===== config.mk =====
export PLATFORM = sky130hd
export DESIGN_NAME = tfs_supervisor
export DESIGN_NICKNAME = d
export VERILOG_FILES = /design/src/inc/tfs_pkg.sv /design/src/hw/tfs_supervisor.sv
export SDC_FILE = /design/constraint.sdc
export NUM_CORES = 1
export LEC_CHECK = 0
export BUFFER_PORTS_ARGS = -buffer_cell sky130_fd_sc_hd__buf_2
export CORE_ASPECT_RATIO = 0.7
export CORE_MARGIN = 8
export CORE_UTILIZATION = 30
export CTS_CLUSTER_SIZE = 14
export DETAILED_ROUTE_END_ITERATION = 6
export GPL_TIMING_DRIVEN = 1
export PLACE_DENSITY = 0.52
export SYNTH_ARGS = -nofsm -noshare
export SYNTH_HDL_FRONTEND = slang
export SYNTH_SLANG_ARGS = --single-unit

===== constraint.sdc =====
create_clock -name sys_clk -period 3.65 [get_ports sys_clk]
set_input_delay 0.1825 -clock sys_clk [delete_from_list [all_inputs] [get_ports sys_clk]]
set_output_delay 0.1825 -clock sys_clk [all_outputs]
set_load 0.01 [all_outputs]

===== src/inc/tfs_pkg.sv =====
// Purpose: Shared constants and types for the thermal fault supervisor
// Assumes: 100 MHz sys_clk
// Notes: Comparator flags arrive from analog front end per channel
`default_nettype none
package tfs_pkg;
  // ==========================================
  // Timing
  localparam int SYS_CLK_MHZ = 100;
  localparam int TICK_NS = 1000;
  localparam int TICK_CYCLES = TICK_NS * SYS_CLK_MHZ / 1000;
  localparam int FAULT_TIME_US = 100;
  localparam int FAULT_TICKS = FAULT_TIME_US * 1000 / TICK_NS;
  localparam int CNT_W = 8;
  localparam int DIV_W = 8;
  localparam int NUM_CH = 2;
  localparam int CH_CORE = 0;
  localparam int CH_NB = 1;
  // Thresholds held by the analog comparators, recorded for reference
  localparam int WARN_MV = 640;
  localparam int HYST_MV = 20;
  localparam int SHDN_MV = 580;

  // ==========================================
  // Types
  typedef struct packed {
    logic warn;   // Input at or below warning trip level
    logic rst_ok; // Input above reset level (trip plus hysteresis)
    logic shdn;   // Input at or below shutdown level
  } tfs_flags_s;

  typedef enum logic [1:0] {
    TFS_OFF = 2'b00,
    TFS_RUN = 2'b01,
    TFS_FAULT = 2'b10
  } tfs_state_e;
endpackage : tfs_pkg
`default_nettype wire


===== src/hw/tfs_supervisor.sv =====
// Purpose: Thermal alert, up/down fault counter and latched shutdown
// Assumes: Single sys_clk domain, flags from comparators are async
// Notes: Thresholds live in analog; logic sees qualified flags
//
// Behaviour
// - Two identical channels: core rail and northbridge rail.
// - Warning flag on a channel drives thermal alert low.
// - Up/down fault counter; fault after 100 us accumulated warning.
// - Release level is 20 mV above trip level.
// - While alerted, alert release compares against reset level; fault counters still use trip.
// - Alert released only when both channels above reset level.
// - Shutdown flag immediately enters shutdown and records fault.
// - Fault drives power good low and tri-states drives.
// - Shutdown on one rail shuts down the other.
// - Faults clear only by enable low, supply good low or power-on reset.
// - Enable and supply good: clear faults, request soft-start.
`default_nettype none
module tfs_supervisor (
  input wire logic sys_clk,
  input wire logic rst_n,
  input wire tfs_pkg::tfs_flags_s core_flags,
  input wire tfs_pkg::tfs_flags_s nb_temp_sense,
  input wire logic enable,
  input wire logic supply_ok,
  output logic thermal_alert_n,
  output logic thermal_alert_n_oe,
  output logic power_good,
  output logic drive_tristate,
  output logic soft_start,
  output logic [1:0] fault_src
);
  import tfs_pkg::*;
  // ==========================================
  // Input synchronisers
  tfs_flags_s [NUM_CH-1:0] meta;
  tfs_flags_s [NUM_CH-1:0] flg;
  logic [1:0] en_meta;
  logic [1:0] en_sync;
  logic ena;

  always_ff @(posedge sys_clk or negedge rst_n) begin
    if (!rst_n) begin
      meta <= '0;
      flg <= '0;
      en_meta <= 2'h0;
      en_sync <= 2'h0;
    end else begin
      meta <= {nb_temp_sense, core_flags};
      flg <= meta;
      en_meta <= {supply_ok, enable};
      en_sync <= en_meta;
    end
  end
  assign ena = en_sync[0] & en_sync[1];

  // ==========================================
  // Tick divider
  logic [DIV_W-1:0] div;
  logic tick;

  always_ff @(posedge sys_clk or negedge rst_n) begin
    if (!rst_n) begin
      div <= '0;
    end else if (tick) begin
      div <= '0;
    end else begin
      div <= div + 1'b1;
    end
  end
  assign tick = (div == DIV_W'(TICK_CYCLES - 1));

  // ==========================================
  // State
  tfs_state_e state;
  tfs_state_e next_state;
  logic alert;
  logic [NUM_CH-1:0] cnt_full;
  logic [NUM_CH-1:0] shdn_hit;
  logic [NUM_CH-1:0] ch_fault;

  always_comb begin
    next_state = state;
    case (state)
      TFS_OFF: begin
        if (ena) begin
          next_state = TFS_RUN;
        end
      end
      TFS_RUN: begin
        if (!ena) begin
          next_state = TFS_OFF;
        end else if (|ch_fault) begin
          next_state = TFS_FAULT;
        end
      end
      TFS_FAULT: begin
        if (!ena) begin
          next_state = TFS_OFF;
        end
      end
      default: next_state = TFS_OFF;
    endcase
  end

  always_ff @(posedge sys_clk or negedge rst_n) begin
    if (!rst_n) begin
      state <= TFS_OFF;
    end else begin
      state <= next_state;
    end
  end

  // ==========================================
  // Per-channel counters
  logic [CNT_W-1:0] cnt [NUM_CH];

  for (genvar c = 0; c < NUM_CH; c++) begin : g_ch
    always_ff @(posedge sys_clk or negedge rst_n) begin
      if (!rst_n) begin
        cnt[c] <= '0;
      end else if (state != TFS_RUN) begin
        cnt[c] <= '0;
      end else if (tick) begin
        if (flg[c].warn && !cnt_full[c]) begin
          cnt[c] <= cnt[c] + 1'b1;
        end else if (!flg[c].warn && cnt[c] != '0) begin
          cnt[c] <= cnt[c] - 1'b1;
        end
      end
    end
    assign cnt_full[c] = (cnt[c] == CNT_W'(FAULT_TICKS));
    assign shdn_hit[c] = flg[c].shdn;
    assign ch_fault[c] = cnt_full[c] | shdn_hit[c];
  end

  // ==========================================
  // Alert and fault source
  always_ff @(posedge sys_clk or negedge rst_n) begin
    if (!rst_n) begin
      alert <= 1'b0;
    end else if (!alert) begin
      alert <= |{flg[1].warn, flg[0].warn};
    end else if (flg[0].rst_ok && flg[1].rst_ok) begin
      alert <= 1'b0;
    end
  end

  always_ff @(posedge sys_clk or negedge rst_n) begin
    if (!rst_n) begin
      fault_src <= 2'h0;
    end else if (state == TFS_OFF) begin
      fault_src <= 2'h0;
    end else if (state == TFS_RUN && next_state == TFS_FAULT) begin
      fault_src <= ch_fault;
    end
  end

  // ==========================================
  // Outputs
  always_ff @(posedge sys_clk or negedge rst_n) begin
    if (!rst_n) begin
      power_good <= 1'b0;
      drive_tristate <= 1'b1;
      soft_start <= 1'b0;
    end else begin
      power_good <= (next_state == TFS_RUN);
      drive_tristate <= (next_state != TFS_RUN);
      soft_start <= (state == TFS_OFF) && (next_state == TFS_RUN);
    end
  end
  // Open drain: drive low while alerted
  assign thermal_alert_n = 1'b0;
  assign thermal_alert_n_oe = alert;

  // ==========================================
  // Assertions
  property p_alert_on_warn;
    @(posedge sys_clk) disable iff (!rst_n)
      (!alert && (flg[0].warn || flg[1].warn)) |=> thermal_alert_n_oe;
  endproperty
  a_alert_on_warn: assert property (p_alert_on_warn)
    else $error("alert not asserted on warning");

  property p_alert_hold;
    @(posedge sys_clk) disable iff (!rst_n)
      (alert && !(flg[0].rst_ok && flg[1].rst_ok)) |=> alert;
  endproperty
  a_alert_hold: assert property (p_alert_hold)
    else $error("alert released early");

  property p_alert_rel;
    @(posedge sys_clk) disable iff (!rst_n)
      (alert && flg[0].rst_ok && flg[1].rst_ok) |=> !alert;
  endproperty
  a_alert_rel: assert property (p_alert_rel)
    else $error("alert not released");

  property p_shdn_fault;
    @(posedge sys_clk) disable iff (!rst_n)
      (state == TFS_RUN && ena && (flg[0].shdn || flg[1].shdn))
        |=> state == TFS_FAULT ##1 !power_good && drive_tristate;
  endproperty
  a_shdn_fault: assert property (p_shdn_fault)
    else $error("shutdown not entered");

  property p_pg_low;
    @(posedge sys_clk) disable iff (!rst_n)
      (state == TFS_FAULT) |=> !power_good;
  endproperty
  a_pg_low: assert property (p_pg_low)
    else $error("power good high during fault");

  property p_fault_hold;
    @(posedge sys_clk) disable iff (!rst_n)
      (state == TFS_FAULT && ena) |=> state == TFS_FAULT;
  endproperty
  a_fault_hold: assert property (p_fault_hold)
    else $error("fault cleared without enable low");

  property p_cnt_fault;
    @(posedge sys_clk) disable iff (!rst_n)
      (state == TFS_RUN && ena && |cnt_full) |=> state == TFS_FAULT;
  endproperty
  a_cnt_fault: assert property (p_cnt_fault)
    else $error("counter fault missed");

  property p_both_src;
    @(posedge sys_clk) disable iff (!rst_n)
      (state == TFS_RUN && ena && ch_fault[1]) |=> drive_tristate[*2];
  endproperty
  a_both_src: assert property (p_both_src)
    else $error("other rail not shut down");

  property p_restart;
    @(posedge sys_clk) disable iff (!rst_n)
      (state == TFS_OFF && ena) |=> soft_start;
  endproperty
  a_restart: assert property (p_restart)
    else $error("soft start missing");

  c_alert: cover property (@(posedge sys_clk) disable iff (!rst_n)
    $rose(alert));
  c_cnt_fault: cover property (@(posedge sys_clk) disable iff (!rst_n)
    state == TFS_RUN && |cnt_full);
  c_shdn: cover property (@(posedge sys_clk) disable iff (!rst_n)
    state == TFS_RUN && |shdn_hit);
  c_recover: cover property (@(posedge sys_clk) disable iff (!rst_n)
    state == TFS_FAULT ##[1:50] state == TFS_RUN);
endmodule : tfs_supervisor
`default_nettype wire


==> results of run 1 <==
==> metrics by stage <==
step	area, µm²	utilization (%)
3_5_place_dp	2720	32.76
4_1_cts	2953	35.56
3_3_place_gp	2720	32.76
6_report	2953	35.56
5_1_grt	2953	35.56
2_1_floorplan	2525	-
==> power groups by stage <==
stage | Combinational [W] | Sequential, W | Clock, W
after CTS | 0.0000768 | 0.000553 | 0.000487
after detailed placement | 0.0000700 | 0.000563 | 0
after floorplan | 0.0000400 | 0.000563 | 0
after global routing | 0.0000852 | 0.000554 | 0.000509
after global placement | 0.0000702 | 0.000563 | 0
final | 0.0000757 | 0.000553 | 0.000467
==> area by class of cell <==
class	count	area [µm²]	share of cell area (%)
multi-input cells	179	1262	42.75
flip-flops and latches	48	1202	40.72
repair buffers	25	170.2	5.763
clock buffers	6	138.9	4.703
well taps	105	131.4	4.449
inverters	9	33.78	1.144
clock inverters	2	13.76	0.4661
==> flip-flops by register name (all words and copies together) (netlist names), 2 cells and up <==
register / count
cnt: 16
meta: 6
en_meta: 2
div: 8
en_sync: 2
state: 2
flg: 6
fault_src: 2
==> cells in the mapped netlist (all sizes together), types with 5 or more instances <==
| cell type | number | area share, % |
|---|---|---|
| o211ai | 5 | 1.5 |
| nor2 | 15 | 2.5 |
| o21a | 6 | 1.8 |
| xnor2 | 9 | 3.1 |
| a21oi | 13 | 2.6 |
| a211oi | 8 | 2.8 |
| nand3 | 9 | 1.8 |
| o21ai | 20 | 4.0 |
| nor3 | 7 | 1.4 |
| dfrtp | 47 | 47 |
| ha | 13 | 6.4 |
| nand4 | 7 | 1.7 |
| nor2b | 9 | 2.2 |
| inv | 9 | 1.3 |
| nand2 | 13 | 1.9 |
==> worst max-delay path: cells and delay by family, from the launching register on <==
kind	cells	cell delay [ns]
flops	1	0.43
fa+ha+maj	1	0.37
simple gates	2	0.66
compound gates	5	1.65
==> cells in the final DEF (no fill, tap or decap), types with 2 or more instances in the layout <==
| cell | n |
|---|---|
| or4b_1 | 2 |
| o21ai_0 | 20 |
| nand3_1 | 9 |
| nor3_1 | 7 |
| buf_2 | 15 |
| nand4_1 | 7 |
| o211ai_1 | 5 |
| a21oi_1 | 13 |
| xor2_1 | 4 |
| nor4_1 | 4 |
| inv_1 | 9 |
| nor2_1 | 12 |
| buf_4 | 2 |
| a22oi_1 | 2 |
| a211oi_2 | 2 |
| nor2b_1 | 9 |
| nand2_1 | 13 |
| o21a_1 | 6 |
| ha_1 | 13 |
| a2111oi_0 | 4 |
| clkbuf_16 | 5 |
| dlygate4sd3_1 | 8 |
| xnor2_1 | 9 |
| dfrtp_1 | 47 |
| or4_4 | 2 |
| nor2_2 | 3 |
| a211oi_1 | 6 |
| a21o_1 | 2 |
| nand2b_1 | 3 |
| or4_1 | 2 |
| a22o_1 | 2 |
| fa_1 | 2 |
| o31ai_4 | 2 |
| and2_1 | 3 |
| o31a_1 | 4 |
==> logic make-up after synthesis <==
kind of cell / share of synthesized area [%]
xor+xnor: 4.509
simple gates: 16.60
compound gates: 20.27
mux: 0.4460
other cells: 0.1485
fa+ha+maj: 8.028
buf+inv: 2.379
flops: 47.62
==> metal layers <==
metal / track usage, % / wire [µm] / vias to the layer above
met5: 0 / 0 / -
met4: 2.422 / 34 / 0
met3: 2.467 / 201 / 5
met2: 12.91 / 2087 / 26
met1: 13.55 / 2860 / 896
li1: - / - / 946
==> timing repair <==
action,4_1_cts,5_1_grt
gates resized for setup,0,0
hold endpoints to repair,8,0
hold buffers,8,0
setup buffers,0,0
==> path summary, 6_finish.rpt <==
kind | end | cells past startpoint | start | slack (ns)
setup / recovery | cnt[15] | 8 | cnt[8] | 0.48
hold / removal | fault_src[1] | 2 | rst_n | -0.008
setup reg to reg | cnt[15] | 8 | cnt[8] | 0.48
hold reg to reg | flg[5] | 0 | meta[5] | 0.35
max in group asynchronous | cnt[10] | 2 | rst_n | 3.26
min in group sys_clk | flg[5] | 0 | meta[5] | 0.35
==> summary.md, run 1 <==
| Metric | Value |
|---|---|
| Syn_nets | 267 |
| Cell at the slowest stage of the critical path | or4_4 |
| Final wirelength | 5.184 mm |
| Initial antenna violation count | 0 |
| Number of global-route vias before repair | 1,809 |
| ANT nets after route | 0 |
| Violated checks | negative hold slack |
| Initial DRC count | 68 |
| Port Buffer Count | 15 |
| Routed vias/inst | 5.008 |
| Die width | 125.7 µm |
| Ports | 17 |
| Aggregate global routing overflow | 0 |
| Fin cells | 374 |
| TritonCTS clock tree | done |
| Pwr Total | 0.001095 W |
| Clock Sinks | 48 |
| Syn Inst Count | 242 |
| Slowest stage delay, CP | 0.58 ns |
| Worst min-delay path category | input port to asynchronous set/reset pin |
| Largest net degree at the start of global routing | 49 |
| CP max FO | 9 |
| Starting Density | 30.41% |
| Wire per inst | 13.86 µm |
| Clock power frac | 42.6% |
| Relative slew slack | 40.54% |
| Area Overhead vs Synth | 16.95% |
| Required time worst endpoint | 3.87 ns |
| Leak Pwr | 1.212 nW |
| RSZ-0062 raised after global routing | no |
| Worst slack at placement | 0.4925 ns |
| H-tree levels | 2 |
| Post-route minimum period | 3.174 ns |
| Final period utilization | 86.96% |
| Tot GR Track Use | 9.231% |
| Total inserted antenna cells | 0 |
| Fmax | 315.1 MHz |
| Area of the core | 8303 µm² |
| Register bit total from synthesis | 48 |
| Distinct cells, synth | 42 |
| GPL Wtd Cong | 0.8074 |
| Final worst slack | 0.4761 ns |
| CTS Root Cell | clkbuf_16 |
| Ys flop type | dfrtp_1 |
| Worst-skew pair later-pin latency | 0.28 ns |
| Combinational Power Share | 6.9% |
| MaxCap Viol Count | 0 |
| Sequential cell area fraction in the yosys report | 47.62% |
| Synth async-reset ratio | 100.0% |
| Post-route DRC | 0 |
| VDD IR-drop max | 243.3 µV |
| Critical path arrival | 3.40 ns |
| Status | complete, but fails checks |
| Setup violators final | 0 |
| HPWL Detailed | 3.670 mm |
| Mapped cell area | 2525 µm² |
| Total CTS buffers | 5 |
| Reg clk slew, reported paths | 0.06 ns |
| Slew Limit Fails | 0 |
| Psw | 0.0002463 W |
| Switching part of the total | 22.48% |
| Rows | 28 |
| DR pass1 iterations | 5 |
| Number of nets in the layout | 293 |
| Worst-Margin Slew | 0.8919 ns |
| Die span in y | 92.76 µm |
| First-pass GRT wire length | 8.852 mm |
| Smallest hold slack | -0.008431 ns |
| Fillers | 785 |
| Ys Warns | 0 |
| Placed cells | 358 |
| Internal power | 0.0008491 W |
| CTS Buffer Depth | 2 |
| Vias | 1,873 |
| Hold violation total from the final report | 33 |
| EDFF count, synth | 0 |
| Total die area | 11,650 µm² |
| Worst setup EP type | flip-flop |
| Total negative slack | 0 ns |
| PwrDens | 371.0 nW/µm² |
| Share of cells above drive strength 1 | 13.75% |
| CP startpoint kind | flip-flop |
| Clock Skews | 0.003269 ns |
| Crit Path Class | flip-flop to flip-flop |
| Seq pwr share | 50.5% |
| Avg Inst Size Synth | 10.43 µm² |
| Crit path cell chain | or4_4, o31ai_4, ha_1, a2111oi_0, o21ai_0, a211oi_1, a22oi_1, nand4_1 |
Note: power is estimated with default switching activity, not from simulation.
==> inputs of run 2 (changes only) <==
--- a/config.mk
+++ b/config.mk
@@ -5,6 +5,7 @@
 export SDC_FILE = /design/constraint.sdc
 export NUM_CORES = 1
 export LEC_CHECK = 0
+export ABC_AREA = 1
 export BUFFER_PORTS_ARGS = -buffer_cell sky130_fd_sc_hd__buf_2
 export CORE_ASPECT_RATIO = 0.7
 export CORE_MARGIN = 8
==> run 2 against run 1 <==
Against the previous run: the run now ends clean; cell area increased by 6.4%; maximum frequency is 50% higher; total power grew 7.9%; synthesized cell count increased by 28%; sequential share of layout area down 2.4 points; critical path depth rose by 6; largest power group unchanged; sequential power about the same; cell count increased by 23%; clock-buffer cell count up 1.
==> summary.md, run 2 <==
| Metric | Value |
|---|---|
| Cell at the slowest stage of the critical path | dfrtp_1 |
| CP most frequent cell | nand2_1 |
| Hold violation total from the final report | 0 |
| Tot GR Track Use | 9.862% |
| Die span in y | 94.62 µm |
| Max reg flops | 16 |
| Smallest hold slack | 0.2447 ns |
| Post-synth top area cell | dfrtp_1 |
| Area occupied by multi-input gates | 1252 µm² |
| Wire per inst | 11.71 µm |
| Initial antenna violation count | 0 |
| Leak Pwr | 1.603 nW |
| Number of global-route vias before repair | 1,968 |
| Resized cells post-CTS | 0 |
| Reg clk slew, reported paths | 0.06 ns |
| CTS Root Cell | clkbuf_16 |
| ANT nets after route | 0 |
| Total inserted antenna cells | 0 |
| Sequential cell area fraction in the yosys report | 45.39% |
| Total CTS buffers | 5 |
| Synth cell count leaders | nand2_1 (73), dfrtp_1 (47), inv_1 (39) |
| Critical path arrival | 2.34 ns |
| Commonest non-fill, non-tap cell in the layout | nand2_1 |
| Total negative slack | 0 ns |
| Ys Warns | 0 |
| Mux contribution to synthesized area | 0% |
| Crit path cell chain | inv_2, nand2_1, nor2_2, nand2_4, nand2_4, inv_1, fa_1, o21ai_1, nand3_1, nand2_1, nand2_1, nand2_1, nand2_1, nand2_1 |
| Post-route DRC | 0 |
| Synth async-reset ratio | 100.0% |
| Syn_nets | 334 |
| VDD IR-drop max | 191.5 µV |
| Worst-Margin Slew | 0.5621 ns |
| Synth Area in Compound Gates | 4.582% |
| DR pass1 iterations | 4 |
| Area Overhead vs Synth | 18.61% |
| Number of setup buffers added after CTS | 0 |
| Setup crit start | cnt[0] |
| Internal power | 0.0009357 W |
| Slowest stage delay, CP | 0.43 ns |
| Slew Limit Fails | 0 |
| HPWL Detailed | 4.116 mm |
| Yosys top cell area share | 44.40% |
| Ports | 17 |
| Top flop regs | cnt x16, div x8 |
| Worst-skew pair later-pin latency | 0.29 ns |
| Fmax | 471.7 MHz |
| Commonest cells after routing, fill and taps aside | nand2_1 (73), dfrtp_1 (47), inv_1 (39) |
| EDFF count, synth | 0 |
| Register bit total from synthesis | 48 |
| Total die area | 12,140 µm² |
| MaxCap Viol Count | 0 |
| Most frequent cell after synthesis | nand2_1 |
| Area contributors post-synth | dfrtp_1 (44%), nand2_1 (10%), ha_1 (6.1%) |
| Final period utilization | 58.08% |
| Combinational Power Share | 6.9% |
| Switching part of the total | 20.83% |
| Area of the core | 8513 µm² |
| Clock Skews | 0.006359 ns |
| Routed vias/inst | 4.370 |
| Largest net degree at the start of global routing | 45 |
| Number of nets in the layout | 364 |
| Post-synthesis adder-cell area fraction | 7.652% |
| Vias | 2,010 |
| PwrDens | 376.2 nW/µm² |
| Status | completed |
| Share of cells above drive strength 1 | 17.65% |
| Relative slew slack | 62.53% |
| Largest family of logic cells by synthesized area | simple AND/OR/NAND/NOR gates |
| Mapped cell area | 2649 µm² |
| Reg with most FFs | cnt |
| Xor-xnor portion of the synthesized cell area | 2.976% |
| Port Buffer Count | 15 |
| Avg Inst Size Synth | 8.572 µm² |
| Psw | 0.0002462 W |
| CP max FO | 9 |
| R2R Path Start | cnt[0] |
| Clock power frac | 46.3% |
| Fillers | 876 |
| Initial DRC count | 94 |
| Worst min-delay path category | input port to asynchronous set/reset pin |
| H-tree levels | 2 |
| Syn Inst Count | 309 |
| Distinct cells, synth | 32 |
| Post-synthesis simple-gate area fraction | 31.93% |
| TritonCTS clock tree | done |
| Clock Sinks | 48 |
| CTS Buffer Depth | 2 |
| RSZ-0062 raised after global routing | no |
| Setup violators final | 0 |
| Seq pwr share | 46.8% |
| Post-route minimum period | 2.120 ns |
| Starting Density | 31.11% |
| First-pass GRT wire length | 9.570 mm |
| Worst setup EP type | flip-flop |
| Final wirelength | 5.385 mm |
| Aggregate global routing overflow | 0 |
| CP startpoint kind | flip-flop |
| FF+latch area | 1202 µm² |
| Required time worst endpoint | 3.87 ns |
| Die width | 128.3 µm |
| Ys flop type | dfrtp_1 |
| GPL Wtd Cong | 0.8291 |
| Crit Path Class | flip-flop to flip-flop |
| Rows | 28 |
==> run 2: cell count changes after synthesis, moves of 6 or more <==
cell,change
nand2_1,+60
inv_1,+30
nand3_1,+22
o21ai_0,-18
nor2b_1,-9
o21ai_1,+8
inv_2,+7
a211oi_1,-6
nand2_2,+6
o21a_1,-6
==> run 2: power groups by stage <==
stage | combinational [W] | clock, W | sequential, W
3_3_place_gp | 0.0000764 | 0 | 0.000563
6_report | 0.0000820 | 0.000547 | 0.000553
5_1_grt | 0.0000936 | 0.000591 | 0.000554
2_1_floorplan | 0.0000456 | 0 | 0.000563
4_1_cts | 0.0000843 | 0.000569 | 0.000553
3_5_place_dp | 0.0000767 | 0 | 0.000563
==> run 2: worst max-delay path: cells and delay by family, from the launching register on <==
| family | cells | cell delay [ns] |
|---|---|---|
| buffers and inverters | 2 | 0.18 |
| adder cells (fa/ha/maj) | 1 | 0.39 |
| AND/OR/NAND/NOR | 10 | 0.81 |
| flip-flops | 1 | 0.43 |
| AO/OA/AOI/OAI | 1 | 0.24 |
==> run 2: cell families (layout without fill, tap and decap cells) <==
kind of cell | after synthesis | count (layout)
xor gates and xnor gates | 9 | 9
buffers and inverters | 49 | 80
AOI/OAI and AO/OA | 23 | 23
and+or+nand+nor | 164 | 164
adders and majority gates | 15 | 15
other | 1 | 1
DFF | 48 | 48
==> run 2: through the flow <==
| stage | total power (W) | instance area [µm²] | utilization (%) | cells | setup slack (ns) |
|---|---|---|---|---|---|
| after floorplan | 0.0006088 | 2649 | - | 309 | 1.748 |
| after CTS | 0.001206 | 3142 | 36.90 | 460 | 1.529 |
| final | 0.001182 | 3142 | 36.90 | 460 | 1.530 |
| after global routing | 0.001238 | 3142 | 36.90 | 460 | 1.284 |
| after global placement | 0.0006394 | 2869 | 33.70 | 443 | 1.581 |
| after detailed placement | 0.0006397 | 2869 | 33.70 | 443 | 1.545 |
==> run 2: what timing repair did <==
action,4_1_cts,5_1_grt
setup endpoints to repair,0,0
endpoints found under the hold margin,12,0
hold buffers,9,0
==> run 2: cell type report <==
class	instances	share of cell area (%)
repair buffers	25	5.496
clock buffers	7	4.859
multi-input cells	212	39.86
well taps	120	4.779
inverters	47	5.775
clock inverters	1	0.9558
flip-flops and latches	48	38.27
==> run 2: path summary, 6_finish.rpt <==
check                           endpoint  cells past startpoint  slack [ns]
worst max register to register    cnt[6]                     14        1.53
max in group asynchronous        cnt[12]                      3        2.64
worst min register to register    flg[4]                      0        0.35
worst min-delay path              cnt[8]                      2        0.24
worst max-delay path              cnt[6]                     14        1.53
min in group sys_clk              flg[4]                      0        0.35
==> run 2: metal layers <==
layer | up-vias | GRT usage [%] | routed length [µm]
li1 | 1053 | - | -
met1 | 918 | 14.49 | 2936
met2 | 34 | 13.71 | 2084
met3 | 5 | 2.195 | 296
met4 | 0 | 3.547 | 68
met5 | - | 0 | 0
